### src/ppcd_defines.svh
// Register offsets, field positions and reset values for the pin change detector
`ifndef PPCD_DEFINES_SVH
`define PPCD_DEFINES_SVH
`define PPCD_ADDR_RISE_EN 4'h0
`define PPCD_ADDR_FALL_EN 4'h1
`define PPCD_ADDR_FLAGS 4'h2
`define PPCD_ADDR_CTRL 4'h3
`define PPCD_ADDR_IRQ_STAT 4'h4
`define PPCD_ADDR_IRQ_CLR 4'h5
`define PPCD_ADDR_IRQ_EN 4'h6
`define PPCD_CTRL_MASTER_EN_BIT 3
`define PPCD_CTRL_SUMMARY_BIT 0
`define PPCD_RESET_BYTE 8'h00
`define PPCD_RESET_PINS 4'h0
`endif

### src/ppcd_pkg.sv
// Types shared by the pin change detector files
package ppcd_pkg;
  typedef logic [7:0] ppcd_byte_type;
  typedef logic [3:0] ppcd_addr_type;
  typedef logic [3:0] ppcd_pins_type;
endpackage

### src/ppcd_edge_detect.sv
// Per-pin synchroniser and edge detector
`timescale 1ns/1ns
module ppcd_edge_detect #(
  parameter int NPINS = 4
) (
  // Clock and reset
  input wire logic sys_clk,
  input wire logic rst,
  // Pins and enables
  input wire logic [NPINS-1:0] pinsIn,
  input wire logic [NPINS-1:0] riseEn,
  input wire logic [NPINS-1:0] fallEn,
  // Detected enabled edges, one-cycle pulses
  output logic [NPINS-1:0] edgeHit
);
  logic [NPINS-1:0] sync1_q, sync1_d, sync2_q, sync2_d, prev_q, prev_d;
  logic primed_q, primed_d;

  // Two flops, then a previous-sample flop to compare against
  always_comb begin
    sync1_d = pinsIn;
    sync2_d = sync1_q;
    prev_d = sync2_q;
    primed_d = 1'b1;
  end

  always_ff @(posedge sys_clk) begin
    if (rst) begin
      sync1_q <= '0;
      sync2_q <= '0;
      prev_q <= '0;
      primed_q <= 1'b0;
    end else begin
      sync1_q <= sync1_d;
      sync2_q <= sync2_d;
      prev_q <= prev_d;
      primed_q <= primed_d;
    end
  end

  // Primed gate masks only the first cycle after reset; a pin high at reset still shows as a rise once it reaches sync2_q
  genvar i;
  generate
    for (i = 0; i < NPINS; i++) begin : g_pin
      assign edgeHit[i] = primed_q & (
        (riseEn[i] & sync2_q[i] & ~prev_q[i]) |
        (fallEn[i] & ~sync2_q[i] & prev_q[i]));
    end
  endgenerate
endmodule

### src/port_pin_change_detector.sv
// Top of the four-pin change detector with its register port and interrupt
`timescale 1ns/1ns
`include "ppcd_defines.svh"
module port_pin_change_detector #(
  parameter int NPINS = 4
) (
  // Clock and reset
  input wire logic sys_clk,
  input wire logic rst,
  // Register port
  input wire ppcd_pkg::ppcd_addr_type regAddr,
  input wire ppcd_pkg::ppcd_byte_type regWdata,
  input wire logic regWr,
  input wire logic regRd,
  output ppcd_pkg::ppcd_byte_type regRdata,
  // Port pins and sleep state
  input wire logic [NPINS-1:0] port_pins,
  input wire logic sleeping,
  // Outputs to the core
  output logic changeIrq,
  output logic wakeReq,
  output logic irqOut
);
  import ppcd_pkg::*;

  logic [NPINS-1:0] riseEn_q, riseEn_d, fallEn_q, fallEn_d, flags_q, flags_d;
  logic masterEn_q, masterEn_d;
  logic irqStat_q, irqStat_d, irqEn_q, irqEn_d;
  logic changeIrq_q, changeIrq_d, wakeReq_q, wakeReq_d, irqOut_q, irqOut_d;
  ppcd_byte_type rdata_q, rdata_d;
  logic [NPINS-1:0] edgeHit;
  logic anyHit, summary;

  // Write decode, used for every writable register
  function automatic logic wrHit(input ppcd_addr_type a, input ppcd_addr_type target,
                                 input logic wr);
    wrHit = wr && (a == target);
  endfunction

  // Pad a pin vector into the low bits of a byte
  function automatic ppcd_byte_type padPins(input logic [NPINS-1:0] v);
    padPins = {{(8 - NPINS){1'b0}}, v};
  endfunction

  ppcd_edge_detect #(
    .NPINS(NPINS)
  ) u_edge (
    .sys_clk(sys_clk),
    .rst(rst),
    .pinsIn(port_pins),
    .riseEn(riseEn_q),
    .fallEn(fallEn_q),
    .edgeHit(edgeHit)
  );

  // Detection runs regardless of the master enable
  assign anyHit = |edgeHit;
  assign summary = |flags_q;

  // Configuration registers
  always_comb begin
    riseEn_d = riseEn_q;
    fallEn_d = fallEn_q;
    masterEn_d = masterEn_q;
    irqEn_d = irqEn_q;
    if (wrHit(regAddr, `PPCD_ADDR_RISE_EN, regWr)) begin
      riseEn_d = regWdata[NPINS-1:0];
    end
    if (wrHit(regAddr, `PPCD_ADDR_FALL_EN, regWr)) begin
      fallEn_d = regWdata[NPINS-1:0];
    end
    if (wrHit(regAddr, `PPCD_ADDR_CTRL, regWr)) begin
      masterEn_d = regWdata[`PPCD_CTRL_MASTER_EN_BIT];
    end
    if (wrHit(regAddr, `PPCD_ADDR_IRQ_EN, regWr)) begin
      irqEn_d = regWdata[0];
    end
  end

  // Flags: a write stores the value, a same-cycle edge always wins
  always_comb begin
    flags_d = flags_q | edgeHit;
    if (wrHit(regAddr, `PPCD_ADDR_FLAGS, regWr)) begin
      flags_d = regWdata[NPINS-1:0] | edgeHit;
    end
  end

  // Sticky status set by any enabled edge; software clears by writing one
  always_comb begin
    irqStat_d = irqStat_q;
    if (wrHit(regAddr, `PPCD_ADDR_IRQ_CLR, regWr) && regWdata[0]) begin
      irqStat_d = 1'b0;
    end
    if (anyHit) begin
      irqStat_d = 1'b1;
    end
  end

  // Outputs to the core follow the new flag and status state, so they line up with it
  always_comb begin
    changeIrq_d = masterEn_d & (|flags_d);
    wakeReq_d = sleeping & masterEn_d & (|flags_d);
    irqOut_d = irqEn_d & irqStat_d;
  end

  // Read mux; data appears one cycle after the strobe, unmapped reads zero
  always_comb begin
    rdata_d = `PPCD_RESET_BYTE;
    if (regRd) begin
      unique case (regAddr)
        `PPCD_ADDR_RISE_EN: rdata_d = padPins(riseEn_q);
        `PPCD_ADDR_FALL_EN: rdata_d = padPins(fallEn_q);
        `PPCD_ADDR_FLAGS: rdata_d = padPins(flags_q);
        `PPCD_ADDR_CTRL: begin
          rdata_d[`PPCD_CTRL_MASTER_EN_BIT] = masterEn_q;
          rdata_d[`PPCD_CTRL_SUMMARY_BIT] = summary;
        end
        `PPCD_ADDR_IRQ_STAT: rdata_d[0] = irqStat_q;
        `PPCD_ADDR_IRQ_EN: rdata_d[0] = irqEn_q;
        default: rdata_d = `PPCD_RESET_BYTE;
      endcase
    end
  end

  // All state registers; reset clears everything
  always_ff @(posedge sys_clk) begin
    if (rst) begin
      riseEn_q <= `PPCD_RESET_PINS;
      fallEn_q <= `PPCD_RESET_PINS;
      flags_q <= `PPCD_RESET_PINS;
      masterEn_q <= 1'b0;
      irqStat_q <= 1'b0;
      irqEn_q <= 1'b0;
      changeIrq_q <= 1'b0;
      wakeReq_q <= 1'b0;
      irqOut_q <= 1'b0;
      rdata_q <= `PPCD_RESET_BYTE;
    end else begin
      riseEn_q <= riseEn_d;
      fallEn_q <= fallEn_d;
      flags_q <= flags_d;
      masterEn_q <= masterEn_d;
      irqStat_q <= irqStat_d;
      irqEn_q <= irqEn_d;
      changeIrq_q <= changeIrq_d;
      wakeReq_q <= wakeReq_d;
      irqOut_q <= irqOut_d;
      rdata_q <= rdata_d;
    end
  end

  assign regRdata = rdata_q;
  assign changeIrq = changeIrq_q;
  assign wakeReq = wakeReq_q;
  assign irqOut = irqOut_q;
endmodule

### config.mk
export PLATFORM = sky130hd
export DESIGN_NAME = port_pin_change_detector
export DESIGN_NICKNAME = d
export VERILOG_FILES = /design/src/ppcd_pkg.sv /design/src/ppcd_edge_detect.sv /design/src/port_pin_change_detector.sv
export VERILOG_INCLUDE_DIRS = /design/src
export SDC_FILE = /design/constraint.sdc
export NUM_CORES = 1
export LEC_CHECK = 0
export ABC_AREA = 1
export BUFFER_PORTS_ARGS = -buffer_cell sky130_fd_sc_hd__buf_2
export CAP_MARGIN = 40
export CELL_PAD_IN_SITES_DETAIL_PLACEMENT = 1
export CELL_PAD_IN_SITES_GLOBAL_PLACEMENT = 1
export CORE_ASPECT_RATIO = 2
export CORE_MARGIN = 8
export CORE_UTILIZATION = 38
export CTS_BUF_LIST = sky130_fd_sc_hd__clkbuf_16
export CTS_CLUSTER_SIZE = 12
export DETAILED_ROUTE_END_ITERATION = 12
export PLACE_DENSITY_LB_ADDON = 0.1
export SLEW_MARGIN = 20
export SYNTH_ARGS = -nofsm -noshare
export SYNTH_HDL_FRONTEND = slang
export SYNTH_HIERARCHICAL = 1
export SYNTH_SLANG_ARGS = --single-unit
### constraint.sdc
create_clock -name sys_clk -period 1.3 [get_ports sys_clk]
set_clock_uncertainty 0.1 [all_clocks]
set_input_delay 0.26 -clock sys_clk [delete_from_list [all_inputs] [get_ports sys_clk]]
set_output_delay 0.26 -clock sys_clk [all_outputs]
set_load 0.02 [all_outputs]
=== Word level (Yosys, flattened, before mapping) ===
Index checks and enable logic that the tools add are counted.

* Bits in registers: 39
* Bits of input ports: 21
* Output and inout bits: 11
* Word-level logic and storage cells: 81

* Equality and inequality tests: 6
* Multiplexer cells: 9
* Bitwise gates (word level): 39
* Reduce and logical (&&, ||, !) cells: 12

{| class="wikitable"
|+ Operator list
! kind !! number
|-
| 1-bit bitwise AND || 24
|-
| 4-bit by 3-bit equality test with 1-bit output (second input constant) || 3
|-
| 4-bit OR reduction || 3
|-
| 1-bit NOT || 9
|-
| 4-bit by 2-bit equality test with 1-bit output (second input constant) || 2
|-
| 4-bit OR || 2
|-
| 1-bit logical AND || 7
|-
| 1-bit one-hot mux with 6 select lines || 1
|-
| 2-bit one-hot mux with 3 select lines || 1
|-
| 1-bit two-way mux || 5
|-
| 4-bit by 1-bit equality test with 1-bit output (second input constant) || 1
|-
| 4-bit zero test || 1
|-
| 4-bit two-way mux || 1
|-
| 1-bit OR || 4
|-
| 1-bit one-hot mux with 4 select lines || 1
|-
| 2-bit OR reduction || 1
|}

=== Longest topological paths before layout ===
* Word-level depth: 9
* Mapped depth: 11
* Depth with buffers taken out: 11

=== Hierarchy ===
The synthesis kept the hierarchy.

{| class="wikitable"
|+ By module, submodules not included
! module !! instances !! cells an instance !! area an instance (um^2)
|-
| port_pin_change_detector || 1 || 144 || 1,077.3
|-
| ppcd_edge_detect || 1 || 59 || 445.4
|}

=== Worst setup path after synthesis ===
No wires, ideal clock.

* Path kind: input to register
* Start point: input regAddr[3]
* End point: register changeIrq_q, in the netlist changeIrq
* Library setup time: 0.110 ns
* Arrival: 1.016 ns
* Required time: 1.090 ns
* Path slack: 0.074 ns
* Stages: 9
* Path buffers: 1
* Path through: nor2_2 -> buf_6 -> nand3_2 -> nor2_2 -> inv_1 -> nor2_2 -> nor2_4 -> nand2_2 -> inv_1

* Word-level cells in the longest chain between the ends: 5
* Elaborated cells between the ends (all ways): 8
* Classes of those cells: 2 x eq/ne; 2 x mux; 1 x bitwise; 3 x reduce/logical

{| class="wikitable"
|+ RTL lines
! item !! RTL line !! RTL
|-
| from (decl) || port_pin_change_detector.sv:11 || <nowiki>input wire ppcd_pkg::ppcd_addr_type regAddr,</nowiki>
|-
| 4-bit by 2-bit equality test with 1-bit output || port_pin_change_detector.sv:37 || <nowiki>wrHit = wr && (a == target);</nowiki>
|-
| 1-bit logical AND || port_pin_change_detector.sv:37 ||
|-
| 4-bit two-way mux || port_pin_change_detector.sv:83 || <nowiki>if (wrHit(regAddr, `PPCD_ADDR_FLAGS, regWr)) begin</nowiki>
|-
| 4-bit OR reduction || port_pin_change_detector.sv:101 || <nowiki>changeIrq_d = masterEn_d & (|flags_d);</nowiki>
|-
| 1-bit bitwise AND (*) || port_pin_change_detector.sv:101 ||
|-
| to (signal assigned) || port_pin_change_detector.sv:145 || <nowiki>changeIrq_q <= changeIrq_d;</nowiki>
|-
| to (decl) || port_pin_change_detector.sv:29 || <nowiki>logic changeIrq_q, changeIrq_d, wakeReq_q, wakeReq_d, irqOut_q, irqOut_d;</nowiki>
|}

Mark *: on every way between the ends. The rest lies on a longest branch, timed or not.
A chain may end at the register's enable or synchronous reset.

=== Worst setup path in the final report ===
* Start point: register u_edge.sync2_q[3], in the netlist u_edge/prev_d[3]
* End point: register irqOut_q, in the netlist irqOut

* Word-level cells in the longest chain between the ends: 8
* Elaborated cells between the ends (all ways): 10
* Classes of those cells: 1 x mux; 8 x bitwise; 1 x reduce/logical

{| class="wikitable"
|+ RTL lines
! item !! RTL line !! RTL
|-
| from (decl) || ppcd_edge_detect.sv:16 || <nowiki>logic [NPINS-1:0] sync1_q, sync1_d, sync2_q, sync2_d, prev_q, prev_d;</nowiki>
|-
| from (signal assigned) || ppcd_edge_detect.sv:35 || <nowiki>sync2_q <= sync2_d;</nowiki>
|-
| 1-bit NOT || ppcd_edge_detect.sv:47 || <nowiki>(fallEn[i] & ~sync2_q[i] & prev_q[i]));</nowiki>
|-
| 1-bit bitwise AND (2 in series) || ppcd_edge_detect.sv:47 ||
|-
| 1-bit OR (*) || ppcd_edge_detect.sv:46 || <nowiki>(riseEn[i] & sync2_q[i] & ~prev_q[i]) |</nowiki>
|-
| 1-bit bitwise AND (*) || ppcd_edge_detect.sv:45 || <nowiki>assign edgeHit[i] = primed_q & (</nowiki>
|-
| named net edgeHit[3] || port_pin_change_detector.sv:31 || <nowiki>logic [NPINS-1:0] edgeHit;</nowiki>
|-
| 4-bit OR reduction (*) || port_pin_change_detector.sv:57 || <nowiki>assign anyHit = |edgeHit;</nowiki>
|-
| 1-bit two-way mux (*) || port_pin_change_detector.sv:94 || <nowiki>if (anyHit) begin</nowiki>
|-
| 1-bit bitwise AND (*) || port_pin_change_detector.sv:103 || <nowiki>irqOut_d = irqEn_d & irqStat_d;</nowiki>
|-
| to (signal assigned) || port_pin_change_detector.sv:147 || <nowiki>irqOut_q <= irqOut_d;</nowiki>
|-
| to (decl) || port_pin_change_detector.sv:29 ||
|}

The timed path passes the listed nets; every way through them passes the cells marked *.

==> flow_metrics.env <==
export IMPL_drv_slew=0
export IMPL_postLayoutCellArea_sq_um=1900
export IMPL_track_usage_pct=14.2
export IMPL_clock_root_buffer="clkbuf_16"
export IMPL_highest_layer="met4"
export IMPL_viasPerCell=4.88
export IMPL_drc=0
export IMPL_whs_ns=0.0883
export IMPL_ys_ff_latch=35
export IMPL_rr_worst_depth=9
export IMPL_crit_type="reg2reg"
export IMPL_fp_dieW_um=60.8
export IMPL_syn_area_sq_um=1520
export IMPL_grt_pass1_vias=1628
export IMPL_whs_path_depth=3
export IMPL_cp_start_kind="register"
export IMPL_synth_cells=203
export IMPL_antenna_found_initial=0
export IMPL_synth_cell_types=25
export IMPL_start_util_pct=39.6
export IMPL_comb_power_share_pct=9.2
export IMPL_grt_overflow=0
export IMPL_cpMostUsedCell="nand2_1"
export IMPL_powerDensity_nw_per_um2=1300
export IMPL_pwr_share_clk_pct=45.0
export IMPL_period_share_pct=98.8
export IMPL_status="finished, final reports clean"
export IMPL_synth_top_family_by_area="simple AND/OR/NAND/NOR gates"
export IMPL_sw_frac_of_total_pct=23.3
export IMPL_drive_gt1_share_pct=27.5
export IMPL_synth_compound_gate_area_share_pct=10.8
export IMPL_cts_tree="yes"
export IMPL_p_switching_w=0.000573
export IMPL_gp_congestion=0.912
export IMPL_core_sq_um=3840
export IMPL_io_pins=32
export IMPL_cts_num_sinks=35
export IMPL_synthSimpleGateAreaFrac_pct=28.0
export IMPL_clk_path_buf_depth=2
export IMPL_wl_met3_um=221
export IMPL_die_area_sq_um=6410
export IMPL_arrival_ns=1.34
export IMPL_fin_ws_ns=0.0154
export IMPL_dpl_cell_area_sq_um=1740
export IMPL_postRouteAntennaNets=0
export IMPL_dp_hpwl_um=3310
export IMPL_vias=1421
export IMPL_dr_pass1_iters=4
export IMPL_port_buffers=23
export IMPL_avgRoutedWirePerCell_um=14.6
export IMPL_path_cells="inv_2 > nand2_1 > nand2_1 > nand2_1 > nor2_1 > inv_1 > nand4_1 > a21oi_2 > nor3_1"
export IMPL_period_minus_slack_ns=1.28
export IMPL_h_tree_depth=2
export IMPL_synthAdderAreaFrac_pct=0
export IMPL_p_int_w=0.00188
export IMPL_yosys_warnings=6
export IMPL_num_fill_cells=517
export IMPL_worst_path_buf_inv=2
export IMPL_cts_made_buffers=5
export IMPL_crit_slowest_cell="dfxtp_1"
export IMPL_hold_viol=0
export IMPL_multi_input_area_sq_um=616
export IMPL_wirelength_um=4260
export IMPL_cp_slowest_stage_delay_ns=0.34
export IMPL_wl_met2_um=2540
export IMPL_grt_start_max_net_pins=16
export IMPL_clock_fmax_ghz=0.778
export IMPL_wl_met1_um=1360
export IMPL_clk_latency_ns=0.28
export IMPL_grt_pass1_wl_um=7000
export IMPL_clk_pin_slew_ns=0.05
export IMPL_crit_required_ns=1.36
export IMPL_worst_path_max_fanout=2
export IMPL_rsz0062_at_grt="yes"
export IMPL_hp_class="in2reg"
export IMPL_power_leakage_nw=0.933
export IMPL_drv_cap=0
export IMPL_nets=260
export IMPL_power_w=0.00246
export IMPL_final_cell_count_no_fill=291
export IMPL_syn_area_per_cell_sq_um=7.50
export IMPL_dpl_cell_count=282
export IMPL_syn_to_final_growth_pct=24.6
export IMPL_setup_worst_path_end_class="register"
export IMPL_power_frac_seq_pct=45.9
export IMPL_worst_path_stages=9
export IMPL_drt_iter0_markers=32
export IMPL_ys_seq_area_share_pct=46.0
export IMPL_pre_cts_ws_ns=-0.185
export IMPL_path_delay_family="simple AND/OR/NAND/NOR gates"
export IMPL_rows=32
export IMPL_setup_viol=0
export IMPL_synthMuxAreaShare_pct=0
export IMPL_seq_area_sq_um=704
export IMPL_synthXorXnorAreaFrac_pct=0
export IMPL_vdd_drop_max_v=0.00101
export IMPL_dieHeight_um=106
export IMPL_antenna_cells=0
-- routing by layer --
| metal | track usage [%] | vias to the layer above |
|---|---|---|
| li1 | - | 692 |
| met1 | 12.3 | 679 |
| met2 | 27.2 | 36 |
| met3 | 3.65 | 14 |
| met4 | 7.06 | 0 |
| met5 | 0 | - |
-- Yosys cell counts --
master	n	share of area [%]
a21oi_1	13	4.3
a31oi_1	1	0.41
buf_2	1	0.33
buf_4	4	2.0
buf_6	2	1.5
clkbuf_1	1	0.25
conb_1	1	0.25
dfxtp_1	35	46
inv_1	39	9.6
inv_2	5	1.2
nand2_1	32	7.9
nand2_2	1	0.41
nand3_1	4	1.3
nand3_2	7	4.6
nand4_1	6	2.5
nor2_1	25	6.2
nor2_2	6	2.5
nor2_4	1	0.74
nor2_8	1	1.3
nor3_1	2	0.66
o2111ai_1	1	0.58
o21ai_0	8	2.6
o21ai_1	3	0.99
o221ai_1	2	1.2
o22ai_1	2	0.82
-- tightest hold or removal path, delay by kind of cell --
family | cells | cell delay, ns
buffers and inverters | 2 | 0.10
and+or+nand+nor | 1 | 0.06
-- area by class of cell --
class	instances	share of cell area, %
Clock inverter	3	0.660
Sequential cell	35	37.1
Clock buffer	5	6.60
Tap cell	51	3.36
Timing Repair Buffer	34	11.1
Inverter	44	8.71
Multi-Input combinational cell	119	32.5
-- cell families after synthesis --
kind of cell / count (synthesis)
AO/OA/AOI/OAI: 30
buffers and inverters: 52
other: 1
flip-flops: 35
AND/OR/NAND/NOR: 85
-- what timing repair did --
action,CTS,global route
endpoints found under the hold margin,0,0
gates resized for setup,1,5
hold buffers,0,0
pin swaps,1,4
buffers inserted,0,1
setup endpoints to repair,2,6
-- cell usage in the layout, fill, tap and decap left out, drive strengths merged --
master,Yosys,final
a21oi,13,13
a31oi,1,1
buf,7,34
clkbuf,1,5
clkinv,0,1
conb,1,4
dfxtp,35,35
inv,44,46
nand2,33,33
nand3,11,11
nand4,6,6
nor2,33,33
nor3,2,2
o2111ai,1,1
o21ai,11,11
o221ai,2,2
o22ai,2,2
-- power groups by stage --
stage	registers, W	clock network [W]	logic (W)
global placement	0.00115	0	0.000207
global route	0.00113	0.00117	0.000253
floorplan	0.00114	0	0.000136
detailed placement	0.00115	0	0.000219
CTS	0.00113	0.00112	0.000222
finish	0.00113	0.00110	0.000225
-- state kept, by name (all words and copies together), names as in the netlist --
signal           count
u_edge/prev_q        4
irqEn_q              1
riseEn_q             4
u_edge/prev_d        4
flags_q              4
wakeReq              1
masterEn_q           1
u_edge/primed_q      1
regRdata             4
changeIrq            1
irqOut               1
u_edge/sync1_q       4
irqStat_q            1
fallEn_q             4
-- final timing paths --
| path | from | slack, ns | to |
|---|---|---|---|
| max | u_edge/prev_d[3] | 0.02 | irqOut |
| min | port_pins[0] | 0.09 | u_edge/sync1_q[0] |
| max reg2reg | u_edge/prev_d[3] | 0.02 | irqOut |
| min reg2reg | u_edge/sync1_q[1] | 0.30 | u_edge/prev_d[1] |
-- through the flow --
stage / TNS (ns) / utilization, %
global placement: -1.35 / 45.2
CTS: 0 / 48.9
finish: 0 / 49.3
floorplan: 0 / -
global route: -0.248 / 49.3
detailed placement: -2.30 / 45.2
No activity file was read; power rests on OpenSTA's default activity.
